File: src/cpm_regs.vh
/*
  Register map, field positions, reset values and mode codes of the period counter.
  Assumes inclusion by bare name from the design files in the same folder.
*/
`ifndef CPM_REGS_VH
`define CPM_REGS_VH

`define CPM_ADDR_W 4
`define CPM_OFF_CTRL 4'h0
`define CPM_OFF_STATUS 4'h1
`define CPM_OFF_SAVE 4'h2
`define CPM_OFF_DATA 4'h3
`define CPM_OFF_COUNT 4'h4

`define CPM_CTRL_ARM 0
`define CPM_CTRL_WIN_FALL 1
`define CPM_CTRL_CNT_FALL 2
`define CPM_CTRL_MODE_LO 3
`define CPM_CTRL_MODE_HI 4
`define CPM_CTRL_RESET 32'h00000000

`define CPM_MODE_PERIOD 2'h0
`define CPM_MODE_BUF_PERIOD 2'h1
`define CPM_MODE_SEMI 2'h2
`define CPM_MODE_BUF_SEMI 2'h3

`define CPM_ST_ARMED 0
`define CPM_ST_DONE 1
`define CPM_ST_FIFO_VALID 2
`define CPM_ST_OVERRUN 3

`define CPM_FIFO_DEPTH 4

`endif

File: src/cpm_counter.v
/*
  Period and semi-period measurement counter with a save register and a
  buffered path toward host memory through a small FIFO.
  Assumes window and count inputs come from pins (asynchronous) and that the
  count input is slower than a quarter of clk_in. Registers over a plain port.
*/
`timescale 1ns/1ps
`include "cpm_regs.vh"

module cpm_counter #(
  parameter CW = 32,
  parameter FIFO_DEPTH = `CPM_FIFO_DEPTH,
  parameter FIFO_AW = 2
) (
  input wire clk_in,
  input wire rst_in,
  input wire window_in,
  input wire count_in,
  input wire [`CPM_ADDR_W-1:0] addr_in,
  input wire [31:0] wdata_in,
  input wire wr_in,
  input wire rd_in,
  output reg [31:0] rdata_out,
  output reg done_out,
  output reg data_valid_out
);
  localparam ST_IDLE = 2'h0;
  localparam ST_WAIT = 2'h1;
  localparam ST_MEAS = 2'h2;
  localparam ST_DONE = 2'h3;

  reg [2:0] win_sync_reg;
  reg [2:0] cnt_sync_reg;
  reg win_level_reg;
  reg cnt_level_reg;
  reg [31:0] ctrl_reg;
  reg [1:0] state_reg;
  reg [1:0] state_next;
  reg [CW-1:0] count_reg;
  reg [CW-1:0] count_next;
  reg [CW-1:0] save_reg;
  reg [CW-1:0] save_next;
  reg latch_now;
  reg overrun_reg;
  reg overrun_next;
  reg [31:0] ctrl_next;
  reg [31:0] status_word;
  reg [31:0] rdata_next;
  wire win_agree;
  wire cnt_agree;
  wire win_rise;
  wire win_fall;
  wire cnt_rise;
  wire cnt_fall;
  wire win_edge_any;
  wire win_active_edge;
  wire win_inactive_edge;
  wire cnt_edge;
  wire armed;
  wire win_fall_sel;
  wire [1:0] mode;
  wire buffered;
  wire fifo_in_ready;
  wire fifo_out_valid;
  wire [CW-1:0] fifo_out_data;
  wire fifo_pop;
  wire arm_write;
  wire arm_rise;
  wire [31:0] save_word;
  wire [31:0] count_word;
  wire [31:0] head_word;

  // Window pin: a change counts once the second and third stages agree
  always @(posedge clk_in or posedge rst_in) begin
    if (rst_in) begin
      win_sync_reg <= 3'h0;
      win_level_reg <= 1'b0;
    end else begin
      win_sync_reg <= {win_sync_reg[1:0], window_in};
      if (win_agree) begin
        win_level_reg <= win_sync_reg[2];
      end
    end
  end

  // Count pin: same filter, so both pins see the same latency
  always @(posedge clk_in or posedge rst_in) begin
    if (rst_in) begin
      cnt_sync_reg <= 3'h0;
      cnt_level_reg <= 1'b0;
    end else begin
      cnt_sync_reg <= {cnt_sync_reg[1:0], count_in};
      if (cnt_agree) begin
        cnt_level_reg <= cnt_sync_reg[2];
      end
    end
  end

  assign win_agree = (win_sync_reg[1] == win_sync_reg[2]);
  assign cnt_agree = (cnt_sync_reg[1] == cnt_sync_reg[2]);
  assign win_rise = win_agree & win_sync_reg[2] & ~win_level_reg;
  assign win_fall = win_agree & ~win_sync_reg[2] & win_level_reg;
  assign cnt_rise = cnt_agree & cnt_sync_reg[2] & ~cnt_level_reg;
  assign cnt_fall = cnt_agree & ~cnt_sync_reg[2] & cnt_level_reg;

  assign armed = ctrl_reg[`CPM_CTRL_ARM];
  assign win_fall_sel = ctrl_reg[`CPM_CTRL_WIN_FALL];
  assign mode = ctrl_reg[`CPM_CTRL_MODE_HI:`CPM_CTRL_MODE_LO];
  assign buffered = (mode == `CPM_MODE_BUF_PERIOD) | (mode == `CPM_MODE_BUF_SEMI);
  assign win_edge_any = win_rise | win_fall;
  // In single modes the active edge opens the window; for pulse width the opposite edge closes it
  assign win_active_edge = win_fall_sel ? win_fall : win_rise;
  assign win_inactive_edge = win_fall_sel ? win_rise : win_fall;
  assign cnt_edge = ctrl_reg[`CPM_CTRL_CNT_FALL] ? cnt_fall : cnt_rise;
  assign arm_write = wr_in & (addr_in == `CPM_OFF_CTRL);
  assign arm_rise = arm_write & wdata_in[`CPM_CTRL_ARM] & ~armed;

  always @* begin
    state_next = state_reg;
    count_next = count_reg;
    latch_now = 1'b0;
    case (state_reg)
      ST_IDLE: begin
        // Pins are ignored until armed
        if (armed) begin
          state_next = buffered ? ST_MEAS : ST_WAIT;
        end
      end
      ST_WAIT: begin
        // Single modes wait for the opening edge; arming mid-pulse is skipped
        if (win_active_edge) begin
          state_next = ST_MEAS;
        end
      end
      ST_MEAS: begin
        if (cnt_edge) begin
          count_next = count_reg + {{(CW-1){1'b0}}, 1'b1};
        end
        case (mode)
          `CPM_MODE_PERIOD: begin
            if (win_active_edge) begin
              latch_now = 1'b1;
              state_next = ST_DONE;
            end
          end
          `CPM_MODE_BUF_PERIOD: begin
            latch_now = win_active_edge;
          end
          `CPM_MODE_SEMI: begin
            // Same sequence as single period, but closed by the inactive edge
            if (win_inactive_edge) begin
              latch_now = 1'b1;
              state_next = ST_DONE;
            end
          end
          default: begin
            latch_now = win_edge_any;
          end
        endcase
        if (latch_now) begin
          count_next = {CW{1'b0}};
        end
      end
      ST_DONE: begin
        state_next = ST_DONE;
      end
      default: begin
        state_next = ST_IDLE;
      end
    endcase
    if (!armed) begin
      state_next = ST_IDLE;
    end
    // Rearming restarts the count even if the old run stopped mid-interval
    if (arm_rise) begin
      count_next = {CW{1'b0}};
    end
  end

  // Arm rise wins over a latch: both can come in the cycle after a disarm, while the state is still ST_MEAS
  always @* begin
    ctrl_next = ctrl_reg;
    save_next = save_reg;
    overrun_next = overrun_reg;
    if (arm_write) begin
      ctrl_next = {27'h0, wdata_in[4:0]};
    end
    if (arm_rise) begin
      save_next = {CW{1'b0}};
      overrun_next = 1'b0;
    end else if (latch_now) begin
      save_next = count_reg;
      // Full FIFO drops the value; software sees the overrun flag
      if (buffered & ~fifo_in_ready) begin
        overrun_next = 1'b1;
      end
    end
  end

  always @(posedge clk_in or posedge rst_in) begin
    if (rst_in) begin
      ctrl_reg <= `CPM_CTRL_RESET;
      state_reg <= ST_IDLE;
      count_reg <= {CW{1'b0}};
      save_reg <= {CW{1'b0}};
      overrun_reg <= 1'b0;
    end else begin
      ctrl_reg <= ctrl_next;
      state_reg <= state_next;
      count_reg <= count_next;
      save_reg <= save_next;
      overrun_reg <= overrun_next;
    end
  end

  // Buffered values wait here until software pops them through the data register
  assign fifo_pop = rd_in & (addr_in == `CPM_OFF_DATA);

  cpm_fifo #(
    .WIDTH(CW),
    .DEPTH(FIFO_DEPTH),
    .AW(FIFO_AW)
  ) u_fifo (
    .clk_in(clk_in),
    .rst_in(rst_in),
    .flush_in(arm_rise),
    .in_valid_in(latch_now & buffered),
    .in_ready_out(fifo_in_ready),
    .in_data_in(count_reg),
    .out_valid_out(fifo_out_valid),
    .out_ready_in(fifo_pop),
    .out_data_out(fifo_out_data)
  );

  // Status bits sit at the positions fixed in the register header
  always @* begin
    status_word = 32'h00000000;
    status_word[`CPM_ST_ARMED] = armed;
    status_word[`CPM_ST_DONE] = (state_reg == ST_DONE);
    status_word[`CPM_ST_FIFO_VALID] = fifo_out_valid;
    status_word[`CPM_ST_OVERRUN] = overrun_reg;
  end

  // Bus words are 32 bits: a narrower count is zero-extended, a wider one cut
  generate
    if (CW < 32) begin : g_narrow
      assign save_word = {{(32-CW){1'b0}}, save_reg};
      assign count_word = {{(32-CW){1'b0}}, count_reg};
      assign head_word = {{(32-CW){1'b0}}, fifo_out_data};
    end else begin : g_wide
      assign save_word = save_reg[31:0];
      assign count_word = count_reg[31:0];
      assign head_word = fifo_out_data[31:0];
    end
  endgenerate

  // Read data stand for one cycle only and are zero otherwise
  always @* begin
    rdata_next = 32'h00000000;
    if (rd_in) begin
      case (addr_in)
        `CPM_OFF_CTRL: rdata_next = ctrl_reg;
        `CPM_OFF_STATUS: rdata_next = status_word;
        `CPM_OFF_SAVE: rdata_next = save_word;
        `CPM_OFF_DATA: rdata_next = fifo_out_valid ? head_word : 32'h00000000;
        `CPM_OFF_COUNT: rdata_next = count_word;
        default: rdata_next = 32'h00000000;
      endcase
    end
  end

  // Done follows the next state so it rises with the latch, not a cycle later
  always @(posedge clk_in or posedge rst_in) begin
    if (rst_in) begin
      rdata_out <= 32'h00000000;
      done_out <= 1'b0;
      data_valid_out <= 1'b0;
    end else begin
      rdata_out <= rdata_next;
      done_out <= (state_next == ST_DONE);
      data_valid_out <= fifo_out_valid;
    end
  end
endmodule

File: src/cpm_fifo.v
/*
  Small synchronous FIFO with valid and ready on both sides.
  Assumes one clock and an asynchronous active-high reset; DEPTH is a power of two.
*/
`timescale 1ns/1ps
module cpm_fifo #(
  parameter WIDTH = 32,
  parameter DEPTH = 4,
  parameter AW = 2
) (
  input wire clk_in,
  input wire rst_in,
  input wire flush_in,
  input wire in_valid_in,
  output wire in_ready_out,
  input wire [WIDTH-1:0] in_data_in,
  output wire out_valid_out,
  input wire out_ready_in,
  output wire [WIDTH-1:0] out_data_out
);
  reg [WIDTH-1:0] mem [0:DEPTH-1];
  reg [AW-1:0] wr_ptr_reg;
  reg [AW-1:0] rd_ptr_reg;
  reg [AW:0] fill_reg;
  wire push;
  wire pop;

  assign in_ready_out = (fill_reg != DEPTH[AW:0]);
  assign out_valid_out = (fill_reg != {(AW+1){1'b0}});
  assign out_data_out = mem[rd_ptr_reg];
  assign push = in_valid_in & in_ready_out;
  assign pop = out_valid_out & out_ready_in;

  always @(posedge clk_in) begin
    if (push) begin
      mem[wr_ptr_reg] <= in_data_in;
    end
  end

  always @(posedge clk_in or posedge rst_in) begin
    if (rst_in) begin
      wr_ptr_reg <= {AW{1'b0}};
      rd_ptr_reg <= {AW{1'b0}};
      fill_reg <= {(AW+1){1'b0}};
    end else if (flush_in) begin
      wr_ptr_reg <= {AW{1'b0}};
      rd_ptr_reg <= {AW{1'b0}};
      fill_reg <= {(AW+1){1'b0}};
    end else begin
      if (push) begin
        wr_ptr_reg <= wr_ptr_reg + {{(AW-1){1'b0}}, 1'b1};
      end
      if (pop) begin
        rd_ptr_reg <= rd_ptr_reg + {{(AW-1){1'b0}}, 1'b1};
      end
      if (push & ~pop) begin
        fill_reg <= fill_reg + {{AW{1'b0}}, 1'b1};
      end else if (pop & ~push) begin
        fill_reg <= fill_reg - {{AW{1'b0}}, 1'b1};
      end
    end
  end
endmodule

File: config.mk
export PLATFORM = sky130hd
export DESIGN_NAME = cpm_counter
export DESIGN_NICKNAME = d
export VERILOG_FILES = /design/src/cpm_counter.v /design/src/cpm_fifo.v
export VERILOG_INCLUDE_DIRS = /design/src
export SDC_FILE = /design/constraint.sdc
export NUM_CORES = 1
export LEC_CHECK = 0
export BUFFER_PORTS_ARGS = -buffer_cell sky130_fd_sc_hd__buf_2
export CELL_PAD_IN_SITES_DETAIL_PLACEMENT = 1
export CELL_PAD_IN_SITES_GLOBAL_PLACEMENT = 2
export CORE_MARGIN = 8
export CORE_UTILIZATION = 41
export CTS_BUF_LIST = sky130_fd_sc_hd__clkbuf_8
export DETAILED_ROUTE_END_ITERATION = 12
export PLACE_DENSITY = 0.76
export SYNTH_ARGS = -nofsm -noshare
export SYNTH_HDL_FRONTEND = slang
export SYNTH_HIERARCHICAL = 1
export SYNTH_SLANG_ARGS = --single-unit
File: constraint.sdc
create_clock -name clk_in -period 3.1 [get_ports clk_in]
set_input_delay 0.155 -clock clk_in [delete_from_list [all_inputs] [get_ports clk_in]]
set_output_delay 0.155 -clock clk_in [all_outputs]
set_load 0.1 [all_outputs]
==> results of run 1 <==
[cell type report]
class                      instances  area (µm²)  share of cell area
clock buffer                      51         702              0.0586
tap                              330         413              0.0345
clock inverter                    27         133              0.0111
sequential                       249        6870               0.574
multi-input combinational        391        3230               0.269
timing repair buffer              80         566              0.0472
inverter                          15        60.1             0.00502
[kinds of logic after synthesis]
kind of cell,after synthesis,share of synthesized area
XOR/XNOR,33,0.0279
flip-flops,249,0.664
buffers and inverters,51,0.0255
multiplexers,77,0.116
AO/OA/AOI/OAI,67,0.0543
AND/OR/NAND/NOR,203,0.0981
adder cells (fa/ha/maj),11,0.0140
[per-layer routing]
| metal | up-vias | GRT usage | wire (µm) |
|---|---|---|---|
| met3 | 40 | 0.0324 | 1260 |
| met4 | 0 | 0.0505 | 483 |
| met1 | 3210 | 0.203 | 10300 |
| met2 | 169 | 0.276 | 12100 |
| li1 | 2781 | - | - |
| met5 | - | 0 | 0 |
[how the worst max path moves through the flow]
stage,end,slack (ps),cells past startpoint
global placement,u_fifo/fill_reg[2]$_DFFE_PP0P_,330,9
finish,u_fifo/fill_reg[2]$_DFFE_PP0P_,220,9
floorplan,u_fifo/mem[0][0]$_DFFE_PP_,20,7
detailed placement,u_fifo/fill_reg[2]$_DFFE_PP0P_,160,12
CTS,u_fifo/fill_reg[2]$_DFFE_PP0P_,140,12
global route,u_fifo/fill_reg[2]$_DFFE_PP0P_,-3,12
[what timing repair did]
item	4_1_cts	5_1_grt
setup endpoints to repair	0	1
gates resized for setup	0	2
endpoints found under the hold margin	40	0
hold buffers	9	0
[cells in the final DEF (no fill, tap or decap), drive strengths merged, types with 24 or more instances in the layout]
cell    count
mux2i      36
buf        71
clkbuf     51
dfrtp     121
nor2      108
a222oi     28
mux4       32
xor2       24
inv        33
edfxtp    128
[worst max-delay path: cells and delay by family (launching register included)]
| family | cells | cell delay, ps |
|---|---|---|
| XOR/XNOR | 1 | 80 |
| AND/OR/NAND/NOR | 4 | 1350 |
| flip-flops | 1 | 440 |
| adder cells (fa/ha/maj) | 2 | 450 |
| AO/OA/AOI/OAI | 2 | 450 |
[per-stage QoR]
stage                     total power [W]  hold WS [ps]   util
final                             0.00809          76.3  0.480
after global routing              0.00848          76.9  0.480
after CTS                         0.00819          35.3  0.479
after detailed placement          0.00531           140  0.442
after global placement            0.00522           127  0.442
after floorplan                   0.00502         -41.6      -
[power groups by stage]
stage	clock, W	sequential, W	combinational, W
global placement	0	0.00413	0.00109
floorplan	0	0.00414	0.000883
global route	0.00305	0.00414	0.00129
detailed placement	0	0.00416	0.00115
CTS	0.00293	0.00410	0.00117
finish	0.00284	0.00410	0.00115
==> out/summary.md, run 1 <==
## Route
- **First-pass DRT Iterations** 7
- **first-iteration detailed-routing DRC count** 477
- **antenna viol nets, final** 0
- **number of vias per cell after detailed routing** 5.42
- **detailed-route via count** 6200
- **detailed-route DRC error count** 0
- **Post-Route WL** 24100 µm
- **detailed-route wire length per cell** 21.1 µm

## CTS
- **clock tree from TritonCTS** done
- **number of H-tree levels** 2
- **post-CTS clock slew at the launch and capture registers of the worst setup and hold paths** 60 ps
- **count of buffers added by post-CTS timing repair for setup** 0
- **TritonCTS Buffers** 42
- **clock network latency to the later pin of the worst-skew pair** 540 ps
- **root cell of the clock tree** sky130_fd_sc_hd__clkbuf_8
- **number of sinks on the clock net** 249
- **maximum root-to-sink buffer count** 3

## Critical path
- **depth of the worst register-to-register path** 9
- **CP Data Required Time** 3550 ps
- **worst setup path start** state_reg[0]$_DFF_PP0_
- **Worst Setup End Kind** register
- **worst r2r src** state_reg[0]$_DFF_PP0_
- **biggest cell delay along the critical path** 530 ps
- **worst reg2reg path endpoint** u_fifo/fill_reg[2]$_DFFE_PP0P_
- **Worst Setup Path Type** reg2reg
- **Worst Path Max Fanout** 7
- **master of the slowest instance on the critical path** sky130_fd_sc_hd__or3_2
- **CP Launch Type** register
- **arrival time of the worst setup path** 3330 ps
- **CP Cell Sequence** or2b_2, or3_2, nor2_1, a21boi_4, ha_2, fa_1, xnor2_1, or3_1, a21oi_1
- **reg2reg setup slack** 220 ps

## Logic synthesis
- **Synth Net Count** 744
- **number of enable-type register cells in the synthesized netlist** 128
- **top flip-flop cell by instance count after synthesis** sky130_fd_sc_hd__edfxtp_1
- **leading cell types by count after synthesis** sky130_fd_sc_hd__edfxtp_1 (128), sky130_fd_sc_hd__dfrtp_1 (121), sky130_fd_sc_hd__nor2_1 (107)
- **synthesized instance count** 691
- **area share of the largest cell type after synthesis** 0.372
- **Syn Std Cell Area** 10300 µm²
- **Mean Syn Cell Area** 15.0 µm²
- **share of synthesized area occupied by flip-flops and latches** 0.664
- **biggest area consumer among synthesized cells** sky130_fd_sc_hd__edfxtp_1
- **top post-synthesis cells by area** sky130_fd_sc_hd__edfxtp_1 (37%), sky130_fd_sc_hd__dfrtp_1 (29%), sky130_fd_sc_hd__mux4_2 (6.1%), sky130_fd_sc_hd__nor2_1 (3.9%), sky130_fd_sc_hd__mux2i_1 (3.5%)
- **FF+latch count, synth** 249
- **share of async-settable or async-resettable flops after synthesis** 0.486
- **most numerous cell in the Yosys netlist** sky130_fd_sc_hd__edfxtp_1
- **count of unique library cells instantiated by Yosys** 62
- **count of synthesis-stage warnings from yosys** 6

## Floorplanning
- **full die area** 30600 µm²
- **Site Rows** 58
- **number of ports placed on the die boundary** 76
- **horizontal extent of the die** 175 µm
- **Die Height** 175 µm
- **Initial Util** 0.414
- **core region area** 25000 µm²

## Layout
- **fraction of layout cells with a size suffix above 1** 0.231
- **antenna cells** 0
- **Layout Cells excl Fill** 1143
- **max FFs per register** 128
- **filler instances** 2534
- **number of nets in the final layout** 832
- **register with the highest flop count** u_fifo/mem
- **signed area change from the synthesized netlist to the final layout** 15.7%
- **post-route cell area** 12000 µm²

## Global routing
- **overall fraction of global-route tracks in use** 0.161
- **via count of the first global-routing pass** 6967
- **antenna violations before repair** 0
- **wire length of the first global-routing pass** 38800 µm
- **residual overflow from global routing** 0
- **pin count of the biggest net entering global routing** 65

## Pwr
- **clock share of power** 0.351
- **total internal power** 0.00585 W
- **switching power summed over all nets** 0.00224 W
- **leakage power figure** 5.07 nW
- **share of power burned in registers** 0.507
- **maximum ir drop on the vdd rail** 0.456 mV
- **power per unit of standard cell area** 675 nW/µm²
- **proportion of total power due to net switching** 0.277
- **combinational fraction of design power** 0.142

## Placed design
- **Placer Congestion** 0.726
- **Placement Cell Area** 11000 µm²
- **Port Buffers** 48
- **# placed instances** 1056
- **detailed-placement wirelength estimate** 14600 µm
- **Worst Setup Slack post-DPL** 162 ps

## Min path
- **number of instances on the worst hold path** 4
- **worst hold endpoint** rdata_out[3]$_DFF_PP0_
- **worst min-delay path category** in2reg
- **critical hold path startpoint** addr_in[2]

## STA
- **number of setup violations in the final report** 0
- **highest clock frequency the design can meet** 348 MHz
- **Max Clock Skew** 23.3 ps
- **worst-margin pin slew** 880 ps
- **Slew Viols, Final** 0
- **sum of negative setup slack** 0 ps
- **slew margin rel.** 0.412
- **Worst Setup Slack, final** 225 ps
- **Period Utilization, post-route** 0.927
- **Final min period** 2880 ps
- **final hold viol count** 0

## Outcome
- **run status** complete, no violations

## Job
- **reported max-cap violation count** 0

Note: power is estimated with default switching activity, not from simulation.
==> inputs of run 2 (changes only) <==
--- a/config.mk
+++ b/config.mk
@@ -14,6 +14,7 @@
 export CTS_BUF_LIST = sky130_fd_sc_hd__clkbuf_8
 export DETAILED_ROUTE_END_ITERATION = 12
 export PLACE_DENSITY = 0.76
+export RECOVER_POWER = 25
 export SYNTH_ARGS = -nofsm -noshare
 export SYNTH_HDL_FRONTEND = slang
 export SYNTH_HIERARCHICAL = 1
==> run 2 against run 1 <==
Net effect: utilization barely moved; clock skew down 4.0 ps; highest routed layer unchanged; clock power barely moved.
==> out/summary.md, run 2 (synthesis gave the netlist of run 1 again) <==
## Pwr
- **leakage power figure** 5.06 nW
- **switching power summed over all nets** 0.00224 W
- **share of power burned in registers** 0.507
- **overall power** 0.00809 W
- **proportion of total power due to net switching** 0.277
- **clock share of power** 0.351
- **maximum ir drop on the vdd rail** 0.456 mV
- **power per unit of standard cell area** 676 nW/µm²
- **combinational fraction of design power** 0.142
- **total internal power** 0.00585 W

## Layout
- **most frequent cells in the layout** sky130_fd_sc_hd__edfxtp_1 (128), sky130_fd_sc_hd__dfrtp_1 (120), sky130_fd_sc_hd__nor2_1 (107), sky130_fd_sc_hd__clkbuf_8 (51), sky130_fd_sc_hd__buf_2 (47)
- **filler instances** 2536
- **signed area change from the synthesized netlist to the final layout** 15.7%
- **max FFs per register** 128
- **register with the highest flop count** u_fifo/mem
- **most common library cell in the layout ignoring fill and taps** sky130_fd_sc_hd__edfxtp_1
- **core utilization of the finished layout** 0.479
- **post-route cell area** 12000 µm²
- **number of nets in the final layout** 832
- **antenna cells** 0
- **fraction of layout cells with a size suffix above 1** 0.230

## Route
- **detailed-route via count** 6207
- **detailed-route wire length per cell** 21.1 µm
- **Post-Route WL** 24100 µm
- **antenna viol nets, final** 0
- **First-pass DRT Iterations** 7
- **number of vias per cell after detailed routing** 5.43
- **detailed-route DRC error count** 0
- **first-iteration detailed-routing DRC count** 477

## Floorplanning
- **number of ports placed on the die boundary** 76
- **Die Height** 175 µm
- **horizontal extent of the die** 175 µm
- **Site Rows** 58
- **full die area** 30600 µm²
- **core region area** 25000 µm²
- **Initial Util** 0.414

## Critical path
- **worst r2r src** state_reg[0]$_DFF_PP0_
- **Critical Path Stages** 9
- **CP Data Required Time** 3550 ps
- **arrival time of the worst setup path** 3330 ps
- **sum of buffers and inverters on the critical path** 0
- **biggest cell delay along the critical path** 530 ps
- **CP Launch Type** register
- **Worst Setup Path Type** reg2reg
- **CP Cell Sequence** or2b_2, or3_2, nor2_1, a21boi_4, ha_2, fa_1, xnor2_1, or3_1, a21oi_1
- **delay-heaviest family, CP** simple AND/OR/NAND/NOR gates
- **Worst Path Max Fanout** 7
- **Worst Setup End Kind** register
- **master of the slowest instance on the critical path** sky130_fd_sc_hd__or3_2
- **worst setup path start** state_reg[0]$_DFF_PP0_
- **depth of the worst register-to-register path** 9

## Placed design
- **Port Buffers** 48
- **detailed-placement wirelength estimate** 14600 µm
- **Placement Cell Area** 11000 µm²
- **Placer Congestion** 0.726

## STA
- **sum of negative setup slack** 0 ps
- **slew margin rel.** 0.0907
- **number of setup violations in the final report** 0
- **Slew Viols, Final** 0
- **Final min period** 2870 ps
- **highest clock frequency the design can meet** 348 MHz
- **Hold Worst Slack** 77.2 ps
- **Max Clock Skew** 19.3 ps
- **Period Utilization, post-route** 0.927
- **final hold viol count** 0
- **worst-margin pin slew** 1360 ps

## Outcome
- **run status** complete, no violations

## Global routing
- **residual overflow from global routing** 0
- **wire length of the first global-routing pass** 38800 µm
- **pin count of the biggest net entering global routing** 65
- **overall fraction of global-route tracks in use** 0.161
- **antenna violations before repair** 0
- **via count of the first global-routing pass** 6967

## CTS
- **maximum root-to-sink buffer count** 3
- **count of buffers added by post-CTS timing repair for setup** 0
- **TritonCTS Buffers** 42
- **number of H-tree levels** 2
- **post-CTS clock slew at the launch and capture registers of the worst setup and hold paths** 60 ps
- **clock tree from TritonCTS** done
- **clock network latency to the later pin of the worst-skew pair** 540 ps
- **number of sinks on the clock net** 249
- **root cell of the clock tree** sky130_fd_sc_hd__clkbuf_8

## Min path
- **number of instances on the worst hold path** 4
- **worst min-delay path category** in2reg
- **critical hold path startpoint** addr_in[2]

## Job
- **reported max-cap violation count** 0

-- run 2: cell types whose count changed in the layout (fill, tap and decap cells not counted), sizes merged --
cell / change
buf: -1
clkbuf: +1
-- run 2: power groups by stage --
stage	Combinational [W]	Sequential, W	Clock (W)
finish	0.00115	0.00410	0.00284
global route	0.00129	0.00414	0.00305
CTS	0.00117	0.00410	0.00293
detailed placement	0.00115	0.00416	0
global placement	0.00109	0.00413	0
floorplan	0.000883	0.00414	0
-- run 2: metrics by stage --
step / std cells / setup slack, ps
2_1_floorplan: 691 / 17.4
3_3_place_gp: 1056 / 332
3_5_place_dp: 1056 / 162
4_1_cts: 1143 / 144
5_1_grt: 1143 / -3.41
6_report: 1143 / 226
-- run 2: final timing paths --
kind | endpoint | slack (ps)
worst max-delay path | u_fifo/fill_reg[2]$_DFFE_PP0P_ | 230
worst min-delay path | rdata_out[3]$_DFF_PP0_ | 80
worst max register to register | u_fifo/fill_reg[2]$_DFFE_PP0P_ | 230
worst min register to register | win_sync_reg[1]$_DFF_PP0_ | 350
max in group asynchronous | save_reg[14]$_DFFE_PP0P_ | 1700
min in group asynchronous | u_fifo/fill_reg[0]$_DFFE_PP0P_ | 110
-- run 2: timing repair --
action                     4_1_cts  5_1_grt
hold buffers                     9        0
hold endpoints to repair        40        0
setup endpoints to repair        0        1
resized for setup                0        2
-- run 2: final cells by class --
type | instances | area [µm²] | area share
well taps | 330 | 413 | 0.0345
repair buffers | 80 | 564 | 0.0472
clock buffers | 51 | 702 | 0.0587
multi-input cells | 391 | 3230 | 0.270
inverters | 15 | 57.6 | 0.00481
flip-flops and latches | 249 | 6870 | 0.574
clock inverters | 27 | 133 | 0.0111
-- run 2: per-layer routing --
layer / global-route usage / up-vias / share of wire / wire length, µm
met1: 0.203 / 3220 / 0.43 / 10300
met5: 0 / - / 0 / 0
met3: 0.0324 / 38 / 0.052 / 1260
met2: 0.276 / 168 / 0.50 / 12100
li1: - / 2781 / - / -
met4: 0.0505 / 0 / 0.019 / 470
-- run 2: worst reg2reg max path, stage by stage (launching register included) --
cell,delay [ps]
sky130_fd_sc_hd__dfrtp_1,440
sky130_fd_sc_hd__or2b_2,380
sky130_fd_sc_hd__or3_2,530
sky130_fd_sc_hd__nor2_1,130
sky130_fd_sc_hd__a21boi_4,270
sky130_fd_sc_hd__ha_2,260
sky130_fd_sc_hd__fa_1,200
sky130_fd_sc_hd__xnor2_1,80
sky130_fd_sc_hd__or3_1,310
sky130_fd_sc_hd__a21oi_1,180
==> inputs of run 3 (changes only) <==
--- a/config.mk
+++ b/config.mk
@@ -9,11 +9,11 @@
 export BUFFER_PORTS_ARGS = -buffer_cell sky130_fd_sc_hd__buf_2
 export CELL_PAD_IN_SITES_DETAIL_PLACEMENT = 1
 export CELL_PAD_IN_SITES_GLOBAL_PLACEMENT = 2
-export CORE_MARGIN = 8
-export CORE_UTILIZATION = 41
-export CTS_BUF_LIST = sky130_fd_sc_hd__clkbuf_8
+export CORE_MARGIN = 4
+export CORE_UTILIZATION = 39
+export CTS_BUF_LIST = sky130_fd_sc_hd__clkbuf_16
 export DETAILED_ROUTE_END_ITERATION = 12
-export PLACE_DENSITY = 0.76
+export PLACE_DENSITY = 0.73
 export RECOVER_POWER = 25
 export SYNTH_ARGS = -nofsm -noshare
 export SYNTH_HDL_FRONTEND = slang
==> run 3 against run 2 <==
Net effect: final area about the same; critical path depth unchanged; sequential cell count unchanged; cell count down 2.1%; non-clock buffer count unchanged; fmax up 2.8%; utilization down 2.0 points.
==> out/summary.md, run 3 (synthesis gave the netlist of run 1 again) <==
## Route
- **antenna viol nets, final** 0
- **number of vias per cell after detailed routing** 5.56
- **detailed-route wire length per cell** 21.8 µm
- **First-pass DRT Iterations** 6
- **Post-Route WL** 24400 µm
- **detailed-route via count** 6219
- **detailed-route DRC error count** 0
- **first-iteration detailed-routing DRC count** 539

## Pwr
- **switching power summed over all nets** 0.00222 W
- **clock share of power** 0.363
- **power per unit of standard cell area** 688 nW/µm²
- **leakage power figure** 4.99 nW
- **total internal power** 0.00602 W
- **overall power** 0.00823 W
- **proportion of total power due to net switching** 0.269
- **maximum ir drop on the vdd rail** 0.459 mV
- **share of power burned in registers** 0.497
- **combinational fraction of design power** 0.140

## Global routing
- **wire length of the first global-routing pass** 40000 µm
- **via count of the first global-routing pass** 7004
- **residual overflow from global routing** 0
- **antenna violations before repair** 0
- **pin count of the biggest net entering global routing** 115
- **overall fraction of global-route tracks in use** 0.173

## Critical path
- **arrival time of the worst setup path** 3230 ps
- **CP Launch Type** register
- **Worst Setup End Kind** register
- **Worst Path Max Fanout** 6
- **CP Data Required Time** 3530 ps
- **sum of buffers and inverters on the critical path** 0
- **Worst Setup Path Type** reg2reg
- **biggest cell delay along the critical path** 540 ps
- **delay-heaviest family, CP** simple AND/OR/NAND/NOR gates
- **CP Cell Sequence** or2b_2, or3_2, nor2_1, a21boi_2, ha_1, fa_1, xnor2_1, or3_1, a21oi_1
- **master of the slowest instance on the critical path** sky130_fd_sc_hd__or3_2

## Floorplanning
- **Initial Util** 0.397
- **Die Height** 171 µm
- **number of ports placed on the die boundary** 76
- **core region area** 26100 µm²
- **horizontal extent of the die** 171 µm
- **Site Rows** 59
- **full die area** 29200 µm²

## STA
- **highest clock frequency the design can meet** 358 MHz
- **worst-margin pin slew** 850 ps
- **Final min period** 2790 ps
- **number of setup violations in the final report** 0
- **RSZ-0062 raised after global routing** false
- **Max Clock Skew** 10.2 ps
- **slew margin rel.** 0.433
- **Slew Viols, Final** 0
- **sum of negative setup slack** 0 ps
- **Period Utilization, post-route** 0.902
- **final hold viol count** 0

## CTS
- **clock network latency to the later pin of the worst-skew pair** 520 ps
- **number of gates resized after cts** 0
- **number of sinks on the clock net** 249
- **root cell of the clock tree** sky130_fd_sc_hd__clkbuf_16
- **maximum root-to-sink buffer count** 3
- **count of buffers added by post-CTS timing repair for setup** 0
- **clock tree from TritonCTS** done
- **TritonCTS Buffers** 27
- **post-CTS clock slew at the launch and capture registers of the worst setup and hold paths** 60 ps
- **number of H-tree levels** 1

## Layout
- **filler instances** 2590
- **most frequent cells in the layout** sky130_fd_sc_hd__edfxtp_1 (128), sky130_fd_sc_hd__dfrtp_1 (120), sky130_fd_sc_hd__nor2_1 (107), sky130_fd_sc_hd__buf_2 (47), sky130_fd_sc_hd__mux2i_1 (36)
- **post-route cell area** 12000 µm²
- **most common library cell in the layout ignoring fill and taps** sky130_fd_sc_hd__edfxtp_1
- **register with the highest flop count** u_fifo/mem
- **antenna cells** 0
- **fraction of layout cells with a size suffix above 1** 0.212
- **number of nets in the final layout** 817
- **area used by multi-input combinational logic** 3220 µm²
- **signed area change from the synthesized netlist to the final layout** 15.7%
- **flip-flop and latch area** 6870 µm²
- **max FFs per register** 128

## Placed design
- **Placer Congestion** 0.733
- **Port Buffers** 48
- **Placement Cell Area** 11100 µm²
- **detailed-placement wirelength estimate** 14400 µm

## Job
- **reported max-cap violation count** 0

## Outcome
- **run status** complete, no violations

## Min path
- **worst min-delay path category** in2reg

run 3: layer usage:
layer | part of all wire | wire length [µm] | track usage
met1 | 0.43 | 10500 | 0.233
met2 | 0.51 | 12400 | 0.302
met5 | 0 | 0 | 0
met4 | 0.017 | 416 | 0.0386
met3 | 0.041 | 1010 | 0.0238
run 3: power groups by stage:
stage | Combinational [W] | Sequential, W | Clock, W
finish | 0.00115 | 0.00410 | 0.00299
global route | 0.00128 | 0.00415 | 0.00323
CTS | 0.00118 | 0.00410 | 0.00306
detailed placement | 0.00116 | 0.00416 | 0
global placement | 0.00109 | 0.00412 | 0
floorplan | 0.000883 | 0.00414 | 0
run 3: repair_timing:
item | 4_1_cts | 5_1_grt
endpoints found under the setup margin | 0 | 0
hold buffers | 9 | 0
hold endpoints to repair | 129 | 0
run 3: worst paths after layout:
path,cells past startpoint,slack (ps),from,end
min,4,60,addr_in[2],rdata_out[3]$_DFF_PP0_
max,9,310,state_reg[0]$_DFF_PP0_,u_fifo/fill_reg[2]$_DFFE_PP0P_
max in group asynchronous,4,2200,rst_in,save_reg[6]$_DFFE_PP0P_
min reg2reg,0,350,win_sync_reg[0]$_DFF_PP0_,win_sync_reg[1]$_DFF_PP0_
max reg2reg,9,310,state_reg[0]$_DFF_PP0_,u_fifo/fill_reg[2]$_DFFE_PP0P_
min in group asynchronous,3,150,rst_in,u_fifo/fill_reg[0]$_DFFE_PP0P_
run 3: layout make-up:
type	count	share of cell area
Timing Repair Buffer	80	0.0482
Clock inverter	22	0.0122
Clock buffer	27	0.0565
Inverter	15	0.00502
Tap cell	335	0.0350
Sequential cell	249	0.574
Multi-Input combinational cell	391	0.269
run 3: stage by stage:
| step | hold slack, ps | std cells | setup slack [ps] | utilization |
|---|---|---|---|---|
| after floorplan | -41.6 | 691 | 17.4 | - |
| after global placement | 130 | 1061 | 472 | 0.424 |
| after detailed placement | 141 | 1061 | 367 | 0.424 |
| after CTS | 35.4 | 1119 | 284 | 0.459 |
| after global routing | 132 | 1119 | 180 | 0.459 |
| final | 60.1 | 1119 | 305 | 0.459 |
run 3: worst register-to-register path, stage by stage, from the launching register on:
cell,delay (ps)
sky130_fd_sc_hd__dfrtp_1,430
sky130_fd_sc_hd__or2b_2,390
sky130_fd_sc_hd__or3_2,540
sky130_fd_sc_hd__nor2_1,120
sky130_fd_sc_hd__a21boi_2,190
sky130_fd_sc_hd__ha_1,220
sky130_fd_sc_hd__fa_1,200
sky130_fd_sc_hd__xnor2_1,90
sky130_fd_sc_hd__or3_1,340
sky130_fd_sc_hd__a21oi_1,200
